## src/design/tpi_cfg.svh

```systemverilog
// Offsets, field positions, reset values and timing counts of the interrupt block.
// Assumes inclusion by the design top and by the bench files.
`ifndef TPI_CFG_SVH
`define TPI_CFG_SVH
// Register offsets on the plain register port
`define TPI_OFS_FLAGS 4'h0
`define TPI_OFS_IRQ_EN 4'h1
`define TPI_OFS_PIN_EN 4'h2
`define TPI_OFS_SENSE 4'h3
`define TPI_OFS_PIN_FLAGS 4'h4
`define TPI_OFS_STATUS 4'h5
// Timer flag bit positions
`define TPI_BIT_CMP 6
`define TPI_BIT_CAP 3
`define TPI_BIT_OVF0 1
`define TPI_FLAGS_RST 8'h00
`define TPI_EN_RST 8'h00
// Pin enable and pin flag positions
`define TPI_BIT_PIN_B 7
`define TPI_BIT_PIN_A 6
// Sense codes
`define TPI_SENSE_LOW 2'h0
`define TPI_SENSE_FALL 2'h2
`define TPI_SENSE_RISE 2'h3
// Vector numbers
`define TPI_VEC_PIN_A 3'h1
`define TPI_VEC_PIN_B 3'h2
`define TPI_VEC_CAP 3'h3
`define TPI_VEC_CMP 3'h4
`define TPI_VEC_OVF0 3'h6
// Cycle counts
`define TPI_ENTRY_CYC 4
`define TPI_RETURN_CYC 4
`define TPI_JUMP_CYC 2
`endif

```

## src/design/tpi_pkg.sv

```systemverilog
// Types shared by the timer and pin interrupt logic.
// Assumes the configuration header sits beside it.
`default_nettype none
package tpi_pkg;
   // Sequencer states
   typedef enum logic [2:0] {
      TPI_RUN   = 3'b000,
      TPI_ENTRY = 3'b001,
      TPI_JUMP  = 3'b010,
      TPI_RET   = 3'b011,
      TPI_ONE   = 3'b100
   } tpi_state_t;
   // Timer event strobes from the counters
   typedef struct packed {
      logic cmp_match;
      logic capture;
      logic ovf0;
   } tpi_evt_t;
   // Requests to the core stack path
   typedef struct packed {
      logic push;
      logic pop;
      logic [2:0] vector;
   } tpi_core_t;
endpackage
`default_nettype wire

```

## src/design/tpi_top.sv

```systemverilog
// Interrupt flags, pin triggers and handler entry/return sequencing.
// Assumes timer strobes and core signals synchronous to clk; pins are synchronised here.
`default_nettype none
`include "tpi_cfg.svh"
// Behaviour
// - Set compare flag bit 6 when counter1 matches compare value.
// - Set capture flag bit 3 when capture value is transferred.
// - Set counter0 overflow flag bit 1 on overflow.
// - Vectoring to a handler clears that handler's own flag.
// - Writing one clears a timer flag; zero leaves it.
// - Timer request needs global enable, source enable and flag together.
// - Flag register bits 5, 4, 2, 0 read zero.
// - Pins trigger even when driven as outputs by the device.
// - Each pin triggers on falling edge, rising edge or low level.
// - Level mode requests continuously while pin stays low.
// - Vector executes no sooner than four cycles after flag set.
// - Entry pushes two-byte program counter, stack pointer minus two.
// - Vector relative jump takes two cycles.
// - Multi-cycle instruction completes before interrupt is served.
// - Return takes four cycles, pops counter, pointer plus two, sets enable.
// - One instruction runs after return before next pending interrupt.
// - Sense code 00 low, 01 reserved, 10 falling, 11 rising.
// - Accepting an interrupt clears the global enable.
// - Flag raised while disabled stays set until enabled or cleared.
// - Pin is sampled before edge detection.
module tpi_top
   import tpi_pkg::*;
#(
   parameter int CNT_W = 16
) (
   input wire logic clk, // 100 MHz clock
   input wire logic rst_n, // Async reset, active low
   input wire logic [3:0] reg_addr, // Register address
   input wire logic [7:0] reg_wdata, // Write data
   input wire logic reg_wr, // Write strobe
   input wire logic reg_rd, // Read strobe
   output logic [7:0] reg_rdata, // Read data, cycle after strobe
   input wire logic [CNT_W-1:0] counter1, // Counter1 value
   input wire logic [CNT_W-1:0] compare_value_reg, // Compare value
   input wire logic capture_load, // Capture register load strobe
   input wire logic counter0_ovf, // Counter0 overflow strobe
   input wire logic ext_irq_pin_a, // Pin level, read even as output
   input wire logic ext_irq_pin_b, // Pin level, read even as output
   input wire logic insn_done, // Core at an instruction boundary
   input wire logic gie_set, // Software sets global enable
   input wire logic gie_clr, // Software clears global enable
   input wire logic reti, // Core decoded a return
   input wire logic [15:0] pc_in, // Program counter to save
   input wire logic [15:0] pop_data, // Counter value popped from stack
   output logic [15:0] stack_ptr, // Stack pointer
   output logic [15:0] push_data, // Counter value to push
   output logic [15:0] pc_out, // Vector or return address
   output logic pc_load, // Load pc_out into counter
   output tpi_core_t core_ctl, // Push, pop and vector
   output logic cpu_hold, // Core stalled by sequencer
   output logic gie // Global interrupt enable
);
   logic rst_s1_r, rst_s2_r;
   logic srst_n;
   // Reset release through two flops
   always_ff @(posedge clk or negedge rst_n) begin
      if (!rst_n) begin
         rst_s1_r <= 1'b0;
         rst_s2_r <= 1'b0;
      end else begin
         rst_s1_r <= 1'b1;
         rst_s2_r <= rst_s1_r;
      end
   end
   assign srst_n = rst_s2_r;

   logic [7:0] flags_r, flags_nxt, irq_en_r, pin_en_r, sense_r, pin_flags_r, pin_flags_nxt;
   logic [7:0] rdata_nxt;
   logic [1:0] pin_s1_r, pin_s2_r, pin_old_r;
   logic gie_r, gie_nxt, cmp_eq_old_r;
   tpi_state_t state_r, state_nxt;
   logic [2:0] cnt_r, cnt_nxt, vec_r, vec_nxt;
   logic [15:0] sp_r, sp_nxt, pc_save_r;
   tpi_evt_t evt;

   // Compare match counts once per new equality, capture and overflow are strobes
   wire cmp_eq = (counter1 == compare_value_reg);
   assign evt.cmp_match = cmp_eq & ~cmp_eq_old_r;
   assign evt.capture = capture_load;
   assign evt.ovf0 = counter0_ovf;

   // Register decode
   wire wr_flags = reg_wr && reg_addr == `TPI_OFS_FLAGS;
   wire wr_irq_en = reg_wr && reg_addr == `TPI_OFS_IRQ_EN;
   wire wr_pin_en = reg_wr && reg_addr == `TPI_OFS_PIN_EN;
   wire wr_sense = reg_wr && reg_addr == `TPI_OFS_SENSE;
   wire wr_pin_flags = reg_wr && reg_addr == `TPI_OFS_PIN_FLAGS;
   wire [7:0] flag_mask = 8'h4a; // Implemented bits 6, 3, 1

   // Pin detection on synchronised samples
   wire [1:0] pin_now = pin_s2_r;
   wire [1:0] sense_hi = {sense_r[3], sense_r[1]};
   wire [1:0] sense_lo = {sense_r[2], sense_r[0]};
   wire [1:0] fall = pin_old_r & ~pin_now;
   wire [1:0] rise = ~pin_old_r & pin_now;
   wire [1:0] edge_hit = sense_hi & ((sense_lo & rise) | (~sense_lo & fall));
   wire [1:0] level_mode = ~sense_hi & ~sense_lo; // 01 reserved: no trigger
   wire [1:0] pin_en = {pin_en_r[`TPI_BIT_PIN_B], pin_en_r[`TPI_BIT_PIN_A]};
   wire [1:0] pin_fl = {pin_flags_r[`TPI_BIT_PIN_B], pin_flags_r[`TPI_BIT_PIN_A]};
   wire [1:0] pin_req = pin_en & ((level_mode & ~pin_now) | (~level_mode & pin_fl));

   // Pending timer sources gated by own enable
   wire cmp_req = flags_r[`TPI_BIT_CMP] & irq_en_r[`TPI_BIT_CMP];
   wire cap_req = flags_r[`TPI_BIT_CAP] & irq_en_r[`TPI_BIT_CAP];
   wire ovf_req = flags_r[`TPI_BIT_OVF0] & irq_en_r[`TPI_BIT_OVF0];
   wire any_req = |{pin_req, cmp_req, cap_req, ovf_req};
   // Accept only at instruction end with global enable
   wire accept = (state_r == TPI_RUN) && gie_r && any_req && insn_done;
   // Priority by vector number
   wire [2:0] pick = pin_req[0] ? `TPI_VEC_PIN_A : pin_req[1] ? `TPI_VEC_PIN_B :
                     cap_req ? `TPI_VEC_CAP : cmp_req ? `TPI_VEC_CMP : `TPI_VEC_OVF0;
   wire vectoring = (state_r == TPI_ENTRY) && cnt_r == 3'(`TPI_ENTRY_CYC - 1);

   // Flag update: hardware set wins over any clear
   always_comb begin
      flags_nxt = flags_r;
      if (wr_flags) flags_nxt = flags_nxt & ~(reg_wdata & flag_mask);
      if (vectoring && vec_r == `TPI_VEC_CMP) flags_nxt[`TPI_BIT_CMP] = 1'b0;
      if (vectoring && vec_r == `TPI_VEC_CAP) flags_nxt[`TPI_BIT_CAP] = 1'b0;
      if (vectoring && vec_r == `TPI_VEC_OVF0) flags_nxt[`TPI_BIT_OVF0] = 1'b0;
      if (evt.cmp_match) flags_nxt[`TPI_BIT_CMP] = 1'b1;
      if (evt.capture) flags_nxt[`TPI_BIT_CAP] = 1'b1;
      if (evt.ovf0) flags_nxt[`TPI_BIT_OVF0] = 1'b1;
      pin_flags_nxt = pin_flags_r;
      if (wr_pin_flags) pin_flags_nxt = pin_flags_nxt & ~reg_wdata;
      if (vectoring && vec_r == `TPI_VEC_PIN_A) pin_flags_nxt[`TPI_BIT_PIN_A] = 1'b0;
      if (vectoring && vec_r == `TPI_VEC_PIN_B) pin_flags_nxt[`TPI_BIT_PIN_B] = 1'b0;
      if (edge_hit[0]) pin_flags_nxt[`TPI_BIT_PIN_A] = 1'b1;
      if (edge_hit[1]) pin_flags_nxt[`TPI_BIT_PIN_B] = 1'b1;
      if (level_mode[0]) pin_flags_nxt[`TPI_BIT_PIN_A] = 1'b0;
      if (level_mode[1]) pin_flags_nxt[`TPI_BIT_PIN_B] = 1'b0;
      pin_flags_nxt = pin_flags_nxt & 8'hc0;
   end

   // Entry and return sequencer
   always_comb begin
      state_nxt = state_r;
      cnt_nxt = cnt_r;
      vec_nxt = vec_r;
      sp_nxt = sp_r;
      gie_nxt = gie_r;
      if (gie_set) gie_nxt = 1'b1;
      if (gie_clr) gie_nxt = 1'b0;
      case (state_r)
         TPI_RUN: begin
            cnt_nxt = 3'h0;
            if (accept) begin
               state_nxt = TPI_ENTRY;
               vec_nxt = pick;
               gie_nxt = 1'b0;
            end else if (reti && insn_done) begin
               state_nxt = TPI_RET;
            end
         end
         TPI_ENTRY: begin // Four cycles before the vector runs
            cnt_nxt = cnt_r + 3'h1;
            if (cnt_r == 3'h1) sp_nxt = sp_r - 16'h0002;
            if (vectoring) begin
               state_nxt = TPI_JUMP;
               cnt_nxt = 3'h0;
            end
         end
         TPI_JUMP: begin // Relative jump at the vector
            cnt_nxt = cnt_r + 3'h1;
            if (cnt_r == 3'(`TPI_JUMP_CYC - 1)) state_nxt = TPI_RUN;
         end
         TPI_RET: begin // Pop, pointer up, enable on
            cnt_nxt = cnt_r + 3'h1;
            if (cnt_r == 3'h1) sp_nxt = sp_r + 16'h0002;
            if (cnt_r == 3'(`TPI_RETURN_CYC - 1)) begin
               gie_nxt = 1'b1;
               state_nxt = TPI_ONE;
            end
         end
         TPI_ONE: begin // One instruction before next service
            if (insn_done) state_nxt = TPI_RUN;
         end
         default: state_nxt = TPI_RUN;
      endcase
   end

   // Read mux
   assign rdata_nxt = (reg_addr == `TPI_OFS_FLAGS) ? (flags_r & flag_mask) :
                      (reg_addr == `TPI_OFS_IRQ_EN) ? irq_en_r :
                      (reg_addr == `TPI_OFS_PIN_EN) ? pin_en_r :
                      (reg_addr == `TPI_OFS_SENSE) ? sense_r :
                      (reg_addr == `TPI_OFS_PIN_FLAGS) ? pin_flags_r :
                      (reg_addr == `TPI_OFS_STATUS) ? {gie_r, 4'h0, state_r} : 8'h00;

   // Pin synchroniser, first stage read only by second
   always_ff @(posedge clk or negedge srst_n) begin
      if (!srst_n) begin
         pin_s1_r <= 2'h3;
         pin_s2_r <= 2'h3;
         pin_old_r <= 2'h3;
      end else begin
         pin_s1_r <= {ext_irq_pin_b, ext_irq_pin_a};
         pin_s2_r <= pin_s1_r;
         pin_old_r <= pin_s2_r;
      end
   end

   // Flags and configuration registers
   always_ff @(posedge clk or negedge srst_n) begin
      if (!srst_n) begin
         flags_r <= `TPI_FLAGS_RST;
         pin_flags_r <= `TPI_FLAGS_RST;
         irq_en_r <= `TPI_EN_RST;
         pin_en_r <= `TPI_EN_RST;
         sense_r <= `TPI_EN_RST;
         cmp_eq_old_r <= 1'b0;
         reg_rdata <= 8'h00;
      end else begin
         flags_r <= flags_nxt;
         pin_flags_r <= pin_flags_nxt;
         cmp_eq_old_r <= cmp_eq;
         if (wr_irq_en) irq_en_r <= reg_wdata & flag_mask;
         if (wr_pin_en) pin_en_r <= reg_wdata & 8'hc0;
         if (wr_sense) sense_r <= reg_wdata & 8'h0f;
         reg_rdata <= reg_rd ? rdata_nxt : 8'h00;
      end
   end

   // Sequencer registers
   always_ff @(posedge clk or negedge srst_n) begin
      if (!srst_n) begin
         state_r <= TPI_RUN;
         cnt_r <= 3'h0;
         vec_r <= 3'h0;
         sp_r <= 16'h0000;
         gie_r <= 1'b0;
         pc_save_r <= 16'h0000;
      end else begin
         state_r <= state_nxt;
         cnt_r <= cnt_nxt;
         vec_r <= vec_nxt;
         sp_r <= sp_nxt;
         gie_r <= gie_nxt;
         if (accept) pc_save_r <= pc_in;
      end
   end

   // Core side outputs
   assign core_ctl.push = (state_r == TPI_ENTRY) && cnt_r == 3'h1;
   assign core_ctl.pop = (state_r == TPI_RET) && cnt_r == 3'h1;
   assign core_ctl.vector = vec_r;
   assign push_data = pc_save_r;
   assign pc_load = vectoring || (state_r == TPI_RET && cnt_r == 3'(`TPI_RETURN_CYC - 1));
   assign pc_out = (state_r == TPI_RET) ? pop_data : {13'h0000, vec_r};
   assign cpu_hold = (state_r == TPI_ENTRY) || (state_r == TPI_JUMP) || (state_r == TPI_RET);
   assign stack_ptr = sp_r;
   assign gie = gie_r;
endmodule
`default_nettype wire

```

## config.mk

```make
export PLATFORM = sky130hd
export DESIGN_NAME = tpi_top
export DESIGN_NICKNAME = d
export VERILOG_FILES = /design/src/design/tpi_pkg.sv /design/src/design/tpi_top.sv
export VERILOG_INCLUDE_DIRS = /design/src /design/src/design
export SDC_FILE = /design/constraint.sdc
export NUM_CORES = 1
export LEC_CHECK = 0
export ABC_AREA = 1
export BUFFER_PORTS_ARGS = -buffer_cell sky130_fd_sc_hd__buf_2
export CAP_MARGIN = 20
export CELL_PAD_IN_SITES_DETAIL_PLACEMENT = 0
export CELL_PAD_IN_SITES_GLOBAL_PLACEMENT = 1
export CORE_ASPECT_RATIO = 1.5
export CORE_MARGIN = 2
export CORE_UTILIZATION = 35
export DETAILED_ROUTE_END_ITERATION = 8
export PLACE_DENSITY_LB_ADDON = 0.1
export REMOVE_ABC_BUFFERS = 1
export SKIP_LAST_GASP = 1
export SLEW_MARGIN = 20
export SYNTH_ARGS = -nofsm -noshare
export SYNTH_HDL_FRONTEND = slang
export SYNTH_SLANG_ARGS = --single-unit
```

## constraint.sdc

```tcl
create_clock -name clk -period 2.6 [get_ports clk]
set_input_delay 0.39 -clock clk [delete_from_list [all_inputs] [get_ports clk]]
set_output_delay 0.39 -clock clk [all_outputs]
set_load 0.03 [all_outputs]
```

Word-level counts from Yosys, hierarchy flattened
Index checks and enable logic that the tools add are counted.

Add/subtract/negate cells: 3. Reduce and logical (&&, ||, !) cells: 35. Equal/unequal tests: 24. Bitwise operators: 25. Multiplexer cells: 43.

Operators by type and width (count): 8-bit 2-to-1 mux (8); 16-bit 2-to-1 mux (3); 16-bit one-hot mux with 2 select lines (1); 3-bit 2-to-1 mux (10); 2-bit AND (9); 1-bit logical AND (18); 16-bit by 2-bit adder with 16-bit output, second input constant (1); 8-bit AND (2); 16-bit equality test (1); 1-bit 2-to-1 mux (16); 16-bit by 2-bit subtractor with 16-bit output, second input constant (1); 3-bit by 2-bit equality test with 1-bit output, second input constant (5); 3-bit one-hot mux with 5 select lines (1); 3-bit nonzero test (4); 2-bit != test, second input constant (5); 2-bit NOT (5); 3-bit by 1-bit equality test with 1-bit output, second input constant (3); 3-bit equality test, second input constant (3); 3-bit one-hot mux with 3 select lines (1); 4-bit by 2-bit equality test with 1-bit output, second input constant (2); 4-bit by 3-bit equality test with 1-bit output, second input constant (2); 7-bit NOT with 8-bit output (1); 8-bit NOT (1); 4-bit nonzero test (2); other kinds (19) (25).

Register bits: 78. Logic and storage cells: 152. Input bits: 88. Output and inout port bits: 64.

Depth between registers and ports, before layout
Gate-level depths: netlist of run 1.

Depth after elaboration: 11. Gate-level depth with buffers: 15. Mapped depth without buffers: 14.

Worst setup path before layout of run 1
No wires, ideal clock.

Path kind: register -> register. From: register state_r[0]. To: register sp_r[15] (netlist: stack_ptr[15]). Path buffers: 1. Data arrival time: 2.406 ns. Cell stages (with the launch flop): 15. Setup slack: 0.077 ns. Clock period less this slack: 2.523 ns. Required time: 2.483 ns. Library setup time: 0.117 ns. Cells stage by stage: dfrtp_1 > inv_1 > nor2_4 > nand2_1 > buf_1 > ha_1 > a21oi_1 > nand2_1 > a21boi_2 > or2_1 > nand2_1 > nand2_1 > nand2_1 > nand2_1 > nand2_1.

Word-level cells in the longest chain between the ends: 3. Elaborated cells on any way between the ends: 7. Classes of those cells: eq/ne: 4; mux: 1; reduce/logical: 2.

RTL lines: from (decl) (RTL line tpi_top.sv:76) `tpi_state_t state_r, state_nxt;`; from (signal assigned) (RTL line tpi_top.sv:239) `state_r <= state_nxt;`; 3-bit by 2-bit equality test with 1-bit output or 3-bit by 1-bit equality test with 1-bit output (tied branches) (RTL line tpi_top.sv:149) `case (state_r)`; 2-bit != test (no line) (tied with other cells); 3-bit AND reduction (no line); to (signal assigned) (RTL line tpi_top.sv:242) `sp_r <= sp_nxt;`; to (decl) (RTL line tpi_top.sv:78) `logic [15:0] sp_r, sp_nxt, pc_save_r;`.

Several ways; a longest one is shown, not always the timed one. A chain may end at the register's enable or synchronous reset.

Final worst setup path of run 1
Same ends and word-level chain as after synthesis.

==> results of run 1 <==
-- synth_stat cells, types with 2 or more instances --
cell type / count
o22ai_1: 4
dfstp_2: 6
xnor2_1: 20
inv_1: 63
buf_4: 4
nor2_2: 3
nand3_2: 2
o21bai_1: 4
a31oi_1: 6
dfrtp_1: 64
conb_1: 2
nor3_1: 4
nand2_1: 161
nor2_4: 3
ha_1: 16
o21ai_1: 4
buf_2: 4
nand4_1: 11
nor2_1: 47
a31o_2: 3
o21ai_0: 22
nand3_1: 31
inv_2: 2
or2_2: 3
a21oi_1: 21
xor2_1: 2
-- power by group through the flow --
| stage | Sequential (uW) | Combinational [uW] | Clock (uW) |
|---|---|---|---|
| CTS | 1740 | 3700 | 1260 |
| global placement | 1750 | 3660 | 0 |
| finish | 1740 | 3670 | 1230 |
| floorplan | 2230 | 2190 | 0 |
| detailed placement | 1760 | 3690 | 0 |
| global route | 1790 | 4100 | 1300 |
-- worst max-delay path, cell delays in order, from the launching register on --
cell	delay [ns]
dfrtp_1	0.42
inv_1	0.09
nor2_4	0.12
nand2_1	0.08
buf_4	0.21
ha_1	0.36
a21oi_1	0.16
nand2_1	0.15
a21boi_2	0.23
or2_1	0.16
nand2_1	0.06
nand2_1	0.06
nand2_1	0.04
nand2_1	0.05
nand2_1	0.05
-- layout make-up --
| cell class | count | area, um^2 | area share |
|---|---|---|---|
| Inverter | 65 | 244.0 | 0.04626 |
| Clock buffer | 10 | 229.0 | 0.04342 |
| Clock inverter | 6 | 63.81 | 0.01210 |
| Multi-Input combinational cell | 384 | 2011 | 0.3813 |
| Tap cell | 150 | 187.7 | 0.03559 |
| Timing Repair Buffer | 152 | 778.2 | 0.1476 |
| Sequential cell | 70 | 1760 | 0.3338 |
-- metal layers --
| metal | part of all wire | GRT usage | up-vias | wire length (um) |
|---|---|---|---|---|
| met5 | 0 | 0 | - | 0 |
| met4 | 0.021 | 0.06716 | 0 | 235 |
| met3 | 0.039 | 0.03326 | 14 | 427 |
| met2 | 0.56 | 0.3468 | 93 | 6248 |
| met1 | 0.38 | 0.1877 | 1788 | 4179 |
| li1 | - | - | 2001 | - |
-- repair_timing --
item	in CTS	in global routing
hold endpoints to repair	2	0
hold buffers	1	0
setup buffers	0	0
-- stage by stage --
step / utilization / setup slack (ns) / instances
3_3_place_gp: 0.4356 / 0.2977 / 820
5_1_grt: 0.4622 / 0.04566 / 837
2_1_floorplan: - / 0.05693 / 519
3_5_place_dp: 0.4356 / 0.2710 / 820
4_1_cts: 0.4622 / 0.2544 / 837
6_report: 0.4622 / 0.2464 / 837
-- registers in the layout, indices dropped and copies added (netlist names) --
signal / cells
reg_rdata: 6
cnt_r: 3
stack_ptr: 15
cmp_eq_old_r: 1
flags_r: 3
pin_s1_r: 2
pin_old_r: 2
gie: 1
irq_en_r: 3
sense_r: 4
rst_s1_r: 1
pin_now: 2
pin_flags_r: 2
push_data: 16
rst_s2_r: 1
state_r: 3
pin_en_r: 2
vec_r: 3
-- cell families after synthesis --
logic type                 Yosys count
muxes                                1
adders and majority gates           17
other                                2
xor gates and xnor gates            22
AOI/OAI and AO/OA                   69
and+or+nand+nor                    271
buffers and inverters               75
DFF                                 70
-- worst max-delay path by stage --
| stage | end | slack, ns | depth (start not counted) |
|---|---|---|---|
| 2_1_floorplan | stack_ptr[15]$_DFFE_PN0P_ | 0.06 | 12 |
| 3_3_place_gp | stack_ptr[15]$_DFFE_PN0P_ | 0.30 | 13 |
| 3_5_place_dp | stack_ptr[15]$_DFFE_PN0P_ | 0.27 | 13 |
| 4_1_cts | stack_ptr[15]$_DFFE_PN0P_ | 0.25 | 14 |
| 5_1_grt | stack_ptr[14]$_DFFE_PN0P_ | 0.05 | 13 |
| 6_report | stack_ptr[15]$_DFFE_PN0P_ | 0.25 | 14 |
==> impl_metrics.env, run 1 <==
export IMPL_outcome="completed"
export IMPL_maxCapViolCount=0
export IMPL_final_cell_mix="nand2_1, buf_2, inv_1, dfrtp_1, nor2_1"
export IMPL_power_uw=6636
export IMPL_hold_viol_final=0
export IMPL_grt_pass1_vias=3735
export IMPL_drive_gt1_frac=0.2838
export IMPL_synthXorXnorAreaFrac=0.04733
export IMPL_dr_pass1_iters=5
export IMPL_timing_rr_start="state_r[0]$_DFFE_PN0P_"
export IMPL_holdPathStages=1
export IMPL_hp_class="in -> reg"
export IMPL_clock_fmax_mhz=424.9
export IMPL_min_from="ext_irq_pin_b"
export IMPL_worstSetupStartpointType="flop"
export IMPL_switching_share=0.4852
export IMPL_synth_top_area_cell="dfrtp_1"
export IMPL_syn2layout_area_growth_pct=29.53
export IMPL_gp_congestion=0.8904
export IMPL_p_leak_uw=0.002867
export IMPL_htree_levels=3
export IMPL_synthSimpleGateAreaFrac=0.2873
export IMPL_synth_edf_count=0
export IMPL_grt_antenna_before_repair=0
export IMPL_grt_max_degree=33
export IMPL_fin_crit_sh=0.9052
export IMPL_syn_instance_count=527
export IMPL_cts_sinks=70
export IMPL_clk_latency_ns=0.33
export IMPL_synth_area_per_cell_um2=7.726
export IMPL_wl_per_cell_um=13.25
export IMPL_rsz0062_at_grt="false"
export IMPL_hold_ws_ns=0.1561
export IMPL_r2r_end="stack_ptr[15]$_DFFE_PN0P_"
export IMPL_ant_nets=0
export IMPL_finalSetupViolCount=0
export IMPL_startpoint="state_r[0]$_DFFE_PN0P_"
export IMPL_portBuffers=146
export IMPL_arrival_ns=2.57
export IMPL_layout_commonest_cell="nand2_1"
export IMPL_drt_iter0_markers=150
export IMPL_combPwrFrac=0.554
export IMPL_p_int_uw=3416
export IMPL_synth_top_family_by_area="simple AND/OR/NAND/NOR gates"
export IMPL_placed_area_mm2=0.004971
export IMPL_r2r_slack_ns=0.25
export IMPL_fp_row_count=48
export IMPL_cts_tree="built"
export IMPL_ioPinCount=152
export IMPL_synth_top_cells_by_area="dfrtp_1, nand2_1, inv_1"
export IMPL_period_minus_slack_ns=2.354
export IMPL_pwr_share_clk=0.185
export IMPL_ctsResizeCount=0
export IMPL_syn_cell_area_mm2=0.004071
export IMPL_hold_end="pin_s1_r[1]$_DFF_PN1_"
export IMPL_die_width_um=92.06
export IMPL_clk_path_buf_depth=2
export IMPL_final_design_area_no_fill_mm2=0.005274
export IMPL_synth_seq_area_share=0.4321
export IMPL_worstSetupPathType="reg -> reg"
export IMPL_crit_fanout=15
export IMPL_skew_ns=0.008028
export IMPL_seq_power_share=0.262
export IMPL_vdd_drop_max_uv=546.8
export IMPL_netSwitchingPower_uw=3219
export IMPL_vias=3896
export IMPL_yosys_area_top_type_share=0.3934
export IMPL_nNetsFinal=787
export IMPL_crit_required_ns=2.82
export IMPL_pwr_density_cell_mw_per_mm2=1258
export IMPL_synthMuxAreaShare=0.002766
export IMPL_dp_hpwl_mm=8.788
export IMPL_cts_buffers=9
export IMPL_crit_path_end_kind="flop"
export IMPL_cts_root_buf="clkbuf_16"
export IMPL_die_area_mm2=0.01253
export IMPL_drv_slew=0
export IMPL_totalWireLength_mm=11.09
export IMPL_gr_usage_all_layers=0.1784
export IMPL_synth_seq_cells=70
export IMPL_vias_per_cell=4.655
export IMPL_synth_warning_count=0
export IMPL_ff2ff_path_depth=14
export IMPL_n_fill_cell=1188
export IMPL_synth_compound_area_frac=0.09865
export IMPL_synthAdderAreaFrac=0.05409
export IMPL_ys_types=41
export IMPL_synth_ff_type="dfrtp_1"
export IMPL_gr_total_overflow=0
export IMPL_grt_pass1_wl_mm=17.55
export IMPL_path_clk_slew_ns=0.06
export IMPL_drc=0
export IMPL_core_area_mm2=0.01141
export IMPL_antenna_cells=0
export IMPL_floorplan_initialDensity=0.3568
export IMPL_synthArstFlopShare=1.000
export IMPL_final_setup_tns_ns=0
export IMPL_die_h_um=136.1
Note: power is estimated with default switching activity, not from simulation.
==> run 2, diff against run 1 <==
--- a/config.mk
+++ b/config.mk
@@ -15,6 +15,7 @@
 export CORE_MARGIN = 2
 export CORE_UTILIZATION = 35
 export DETAILED_ROUTE_END_ITERATION = 8
+export GPL_TIMING_DRIVEN = 0
 export PLACE_DENSITY_LB_ADDON = 0.1
 export REMOVE_ABC_BUFFERS = 1
 export SKIP_LAST_GASP = 1
==> impl_metrics.env, run 2 (synthesized netlist as in run 1, its figures left out) <==
export IMPL_drive_gt1_frac=0.2861
export IMPL_drc=0
export IMPL_nNetsFinal=785
export IMPL_combPwrFrac=0.548
export IMPL_n_fill_cell=1202
export IMPL_final_design_area_no_fill_mm2=0.005345
export IMPL_maxCapViolCount=0
export IMPL_hold_viol_final=0
export IMPL_cts_tree="built"
export IMPL_worst_path_max_delay_cell="fa_1"
export IMPL_fp_row_count=48
export IMPL_layout_commonest_cell="nand2_1"
export IMPL_worstSetupStartpointType="flop"
export IMPL_grt_pass1_vias=3833
export IMPL_seq_power_share=0.259
export IMPL_floorplan_initialDensity=0.3568
export IMPL_p_int_uw=3552
export IMPL_holdPathStages=1
export IMPL_totalWireLength_mm=11.24
export IMPL_timing_rr_start="state_r[0]$_DFFE_PN0P_"
export IMPL_p_leak_uw=0.002887
export IMPL_finalSetupViolCount=0
export IMPL_pwr_share_clk=0.193
export IMPL_grt_antenna_before_repair=0
export IMPL_hp_class="in -> reg"
export IMPL_arrival_ns=2.58
export IMPL_die_area_mm2=0.01253
export IMPL_r2r_end="stack_ptr[15]$_DFFE_PN0P_"
export IMPL_drt_iter0_markers=154
export IMPL_die_h_um=136.1
export IMPL_rsz0062_at_grt="false"
export IMPL_dr_pass1_iters=6
export IMPL_worstMarginPinSlew_ns=0.5240
export IMPL_syn2layout_area_growth_pct=31.28
export IMPL_min_from="ext_irq_pin_a"
export IMPL_r2r_slack_ns=0.24
export IMPL_dp_hpwl_mm=8.660
export IMPL_portBuffers=146
export IMPL_period_minus_slack_ns=2.361
export IMPL_vias_per_cell=4.691
export IMPL_finalWorstSetupSlack_ns=0.2392
export IMPL_gr_total_overflow=0
export IMPL_gr_usage_all_layers=0.1834
export IMPL_fin_crit_sh=0.9080
export IMPL_crit_fanout=18
export IMPL_hold_ws_ns=0.1577
export IMPL_power_uw=6792
export IMPL_critPathMostFrequentCell="nand2_1"
export IMPL_clk_latency_ns=0.33
export IMPL_vdd_drop_max_uv=568.1
export IMPL_switching_share=0.4771
export IMPL_largest_reg_flops=16
export IMPL_pwr_density_cell_mw_per_mm2=1271
export IMPL_clk_path_buf_depth=2
export IMPL_netSwitchingPower_uw=3241
export IMPL_cts_root_buf="clkbuf_16"
export IMPL_die_width_um=92.06
export IMPL_path_cells="inv_1, nor2_4, nand2_8, fa_1, nand3_1, nand2_1, a21boi_2, or2_1, nand2_1, nand2_1, nand2_1, nand2_1, nand2_1"
export IMPL_crit_path_end_kind="flop"
export IMPL_ff2ff_path_depth=13
export IMPL_path_clk_slew_ns=0.05
export IMPL_grt_max_degree=50
export IMPL_hold_end="pin_s1_r[0]$_DFF_PN1_"
export IMPL_cts_buffers=9
export IMPL_skew_ns=0.004281
export IMPL_ant_nets=0
export IMPL_placed_area_mm2=0.004966
export IMPL_antenna_cells=0
export IMPL_cts_sinks=70
export IMPL_crit_required_ns=2.82
export IMPL_final_cell_mix="nand2_1, buf_2, inv_1, dfrtp_1, nor2_1"
export IMPL_ioPinCount=152
export IMPL_gp_congestion=0.8614
export IMPL_wl_per_cell_um=13.46
export IMPL_htree_levels=3
export IMPL_drv_slew=0
export IMPL_core_area_mm2=0.01141
export IMPL_worstSetupPathType="reg -> reg"
export IMPL_grt_pass1_wl_mm=17.96
export IMPL_vias=3917
export IMPL_pre_cts_slack_ns=-0.1435
export IMPL_critPathMaxStageDelay_ns=0.45
export IMPL_slew_headroom=0.6503
export IMPL_outcome="completed"
export IMPL_clock_fmax_mhz=423.6
run 2: worst max path at each step:
stage	to	cells past startpoint	startpoint	slack (ns)
6_report	stack_ptr[15]$_DFFE_PN0P_	13	state_r[0]$_DFFE_PN0P_	0.24
5_1_grt	stack_ptr[11]$_DFFE_PN0P_	13	state_r[0]$_DFFE_PN0P_	0.05
4_1_cts	stack_ptr[15]$_DFFE_PN0P_	13	state_r[0]$_DFFE_PN0P_	0.11
3_5_place_dp	stack_ptr[15]$_DFFE_PN0P_	13	state_r[0]$_DFFE_PN0P_	-0.14
3_3_place_gp	stack_ptr[15]$_DFFE_PN0P_	13	state_r[0]$_DFFE_PN0P_	-0.57
2_1_floorplan	stack_ptr[15]$_DFFE_PN0P_	12	state_r[2]$_DFFE_PN0P_	0.06
run 2: power groups by stage:
stage          clock (uW)  sequential, uW  combinational (uW)
6_report             1310            1760                3730
5_1_grt              1390            1820                4180
4_1_cts              1340            1750                3690
3_5_place_dp            0            1750                3670
3_3_place_gp            0            1760                3610
2_1_floorplan           0            2230                2190
run 2: timing repair:
action / CTS / global route
endpoints found under the setup margin: 7 / 5
resized for setup: 1 / 4
endpoints found under the hold margin: 2 / 0
hold buffers: 1 / 0
gates cloned: 0 / 1
pin swaps: 0 / 2
setup buffers: 0 / 1
run 2: worst max-delay path: cells and delay by family (launching register included):
| family | cells | cell delay (ns) |
|---|---|---|
| AOI/OAI and AO/OA | 1 | 0.26 |
| adders and majority gates | 1 | 0.45 |
| DFF | 1 | 0.43 |
| buffers and inverters | 1 | 0.10 |
| and+or+nand+nor | 10 | 1.00 |
run 2: metal layers:
| layer | GRT usage | wire [um] |
|---|---|---|
| met4 | 0.08955 | 348 |
| met3 | 0.03215 | 437 |
| met1 | 0.1908 | 4198 |
| met2 | 0.3505 | 6255 |
| met5 | 0 | 0 |
run 2: final cells by class:
cell class	count	area [um^2]	area share
timing repair buffer	149	775.7	0.1451
tap	150	187.7	0.03511
clock buffer	14	284.0	0.05314
sequential	70	1763	0.3298
clock inverter	2	37.54	0.007022
inverter	65	244.0	0.04565
multi-input combinational	385	2053	0.3841
run 2: through the flow:
stage,utilization,TNS (ns),std cells
3_3_place_gp,0.4322,-33.39,815
6_report,0.4684,0,835
2_1_floorplan,-,0,519
3_5_place_dp,0.4352,-0.5773,816
4_1_cts,0.4647,0,833
5_1_grt,0.4684,0,835
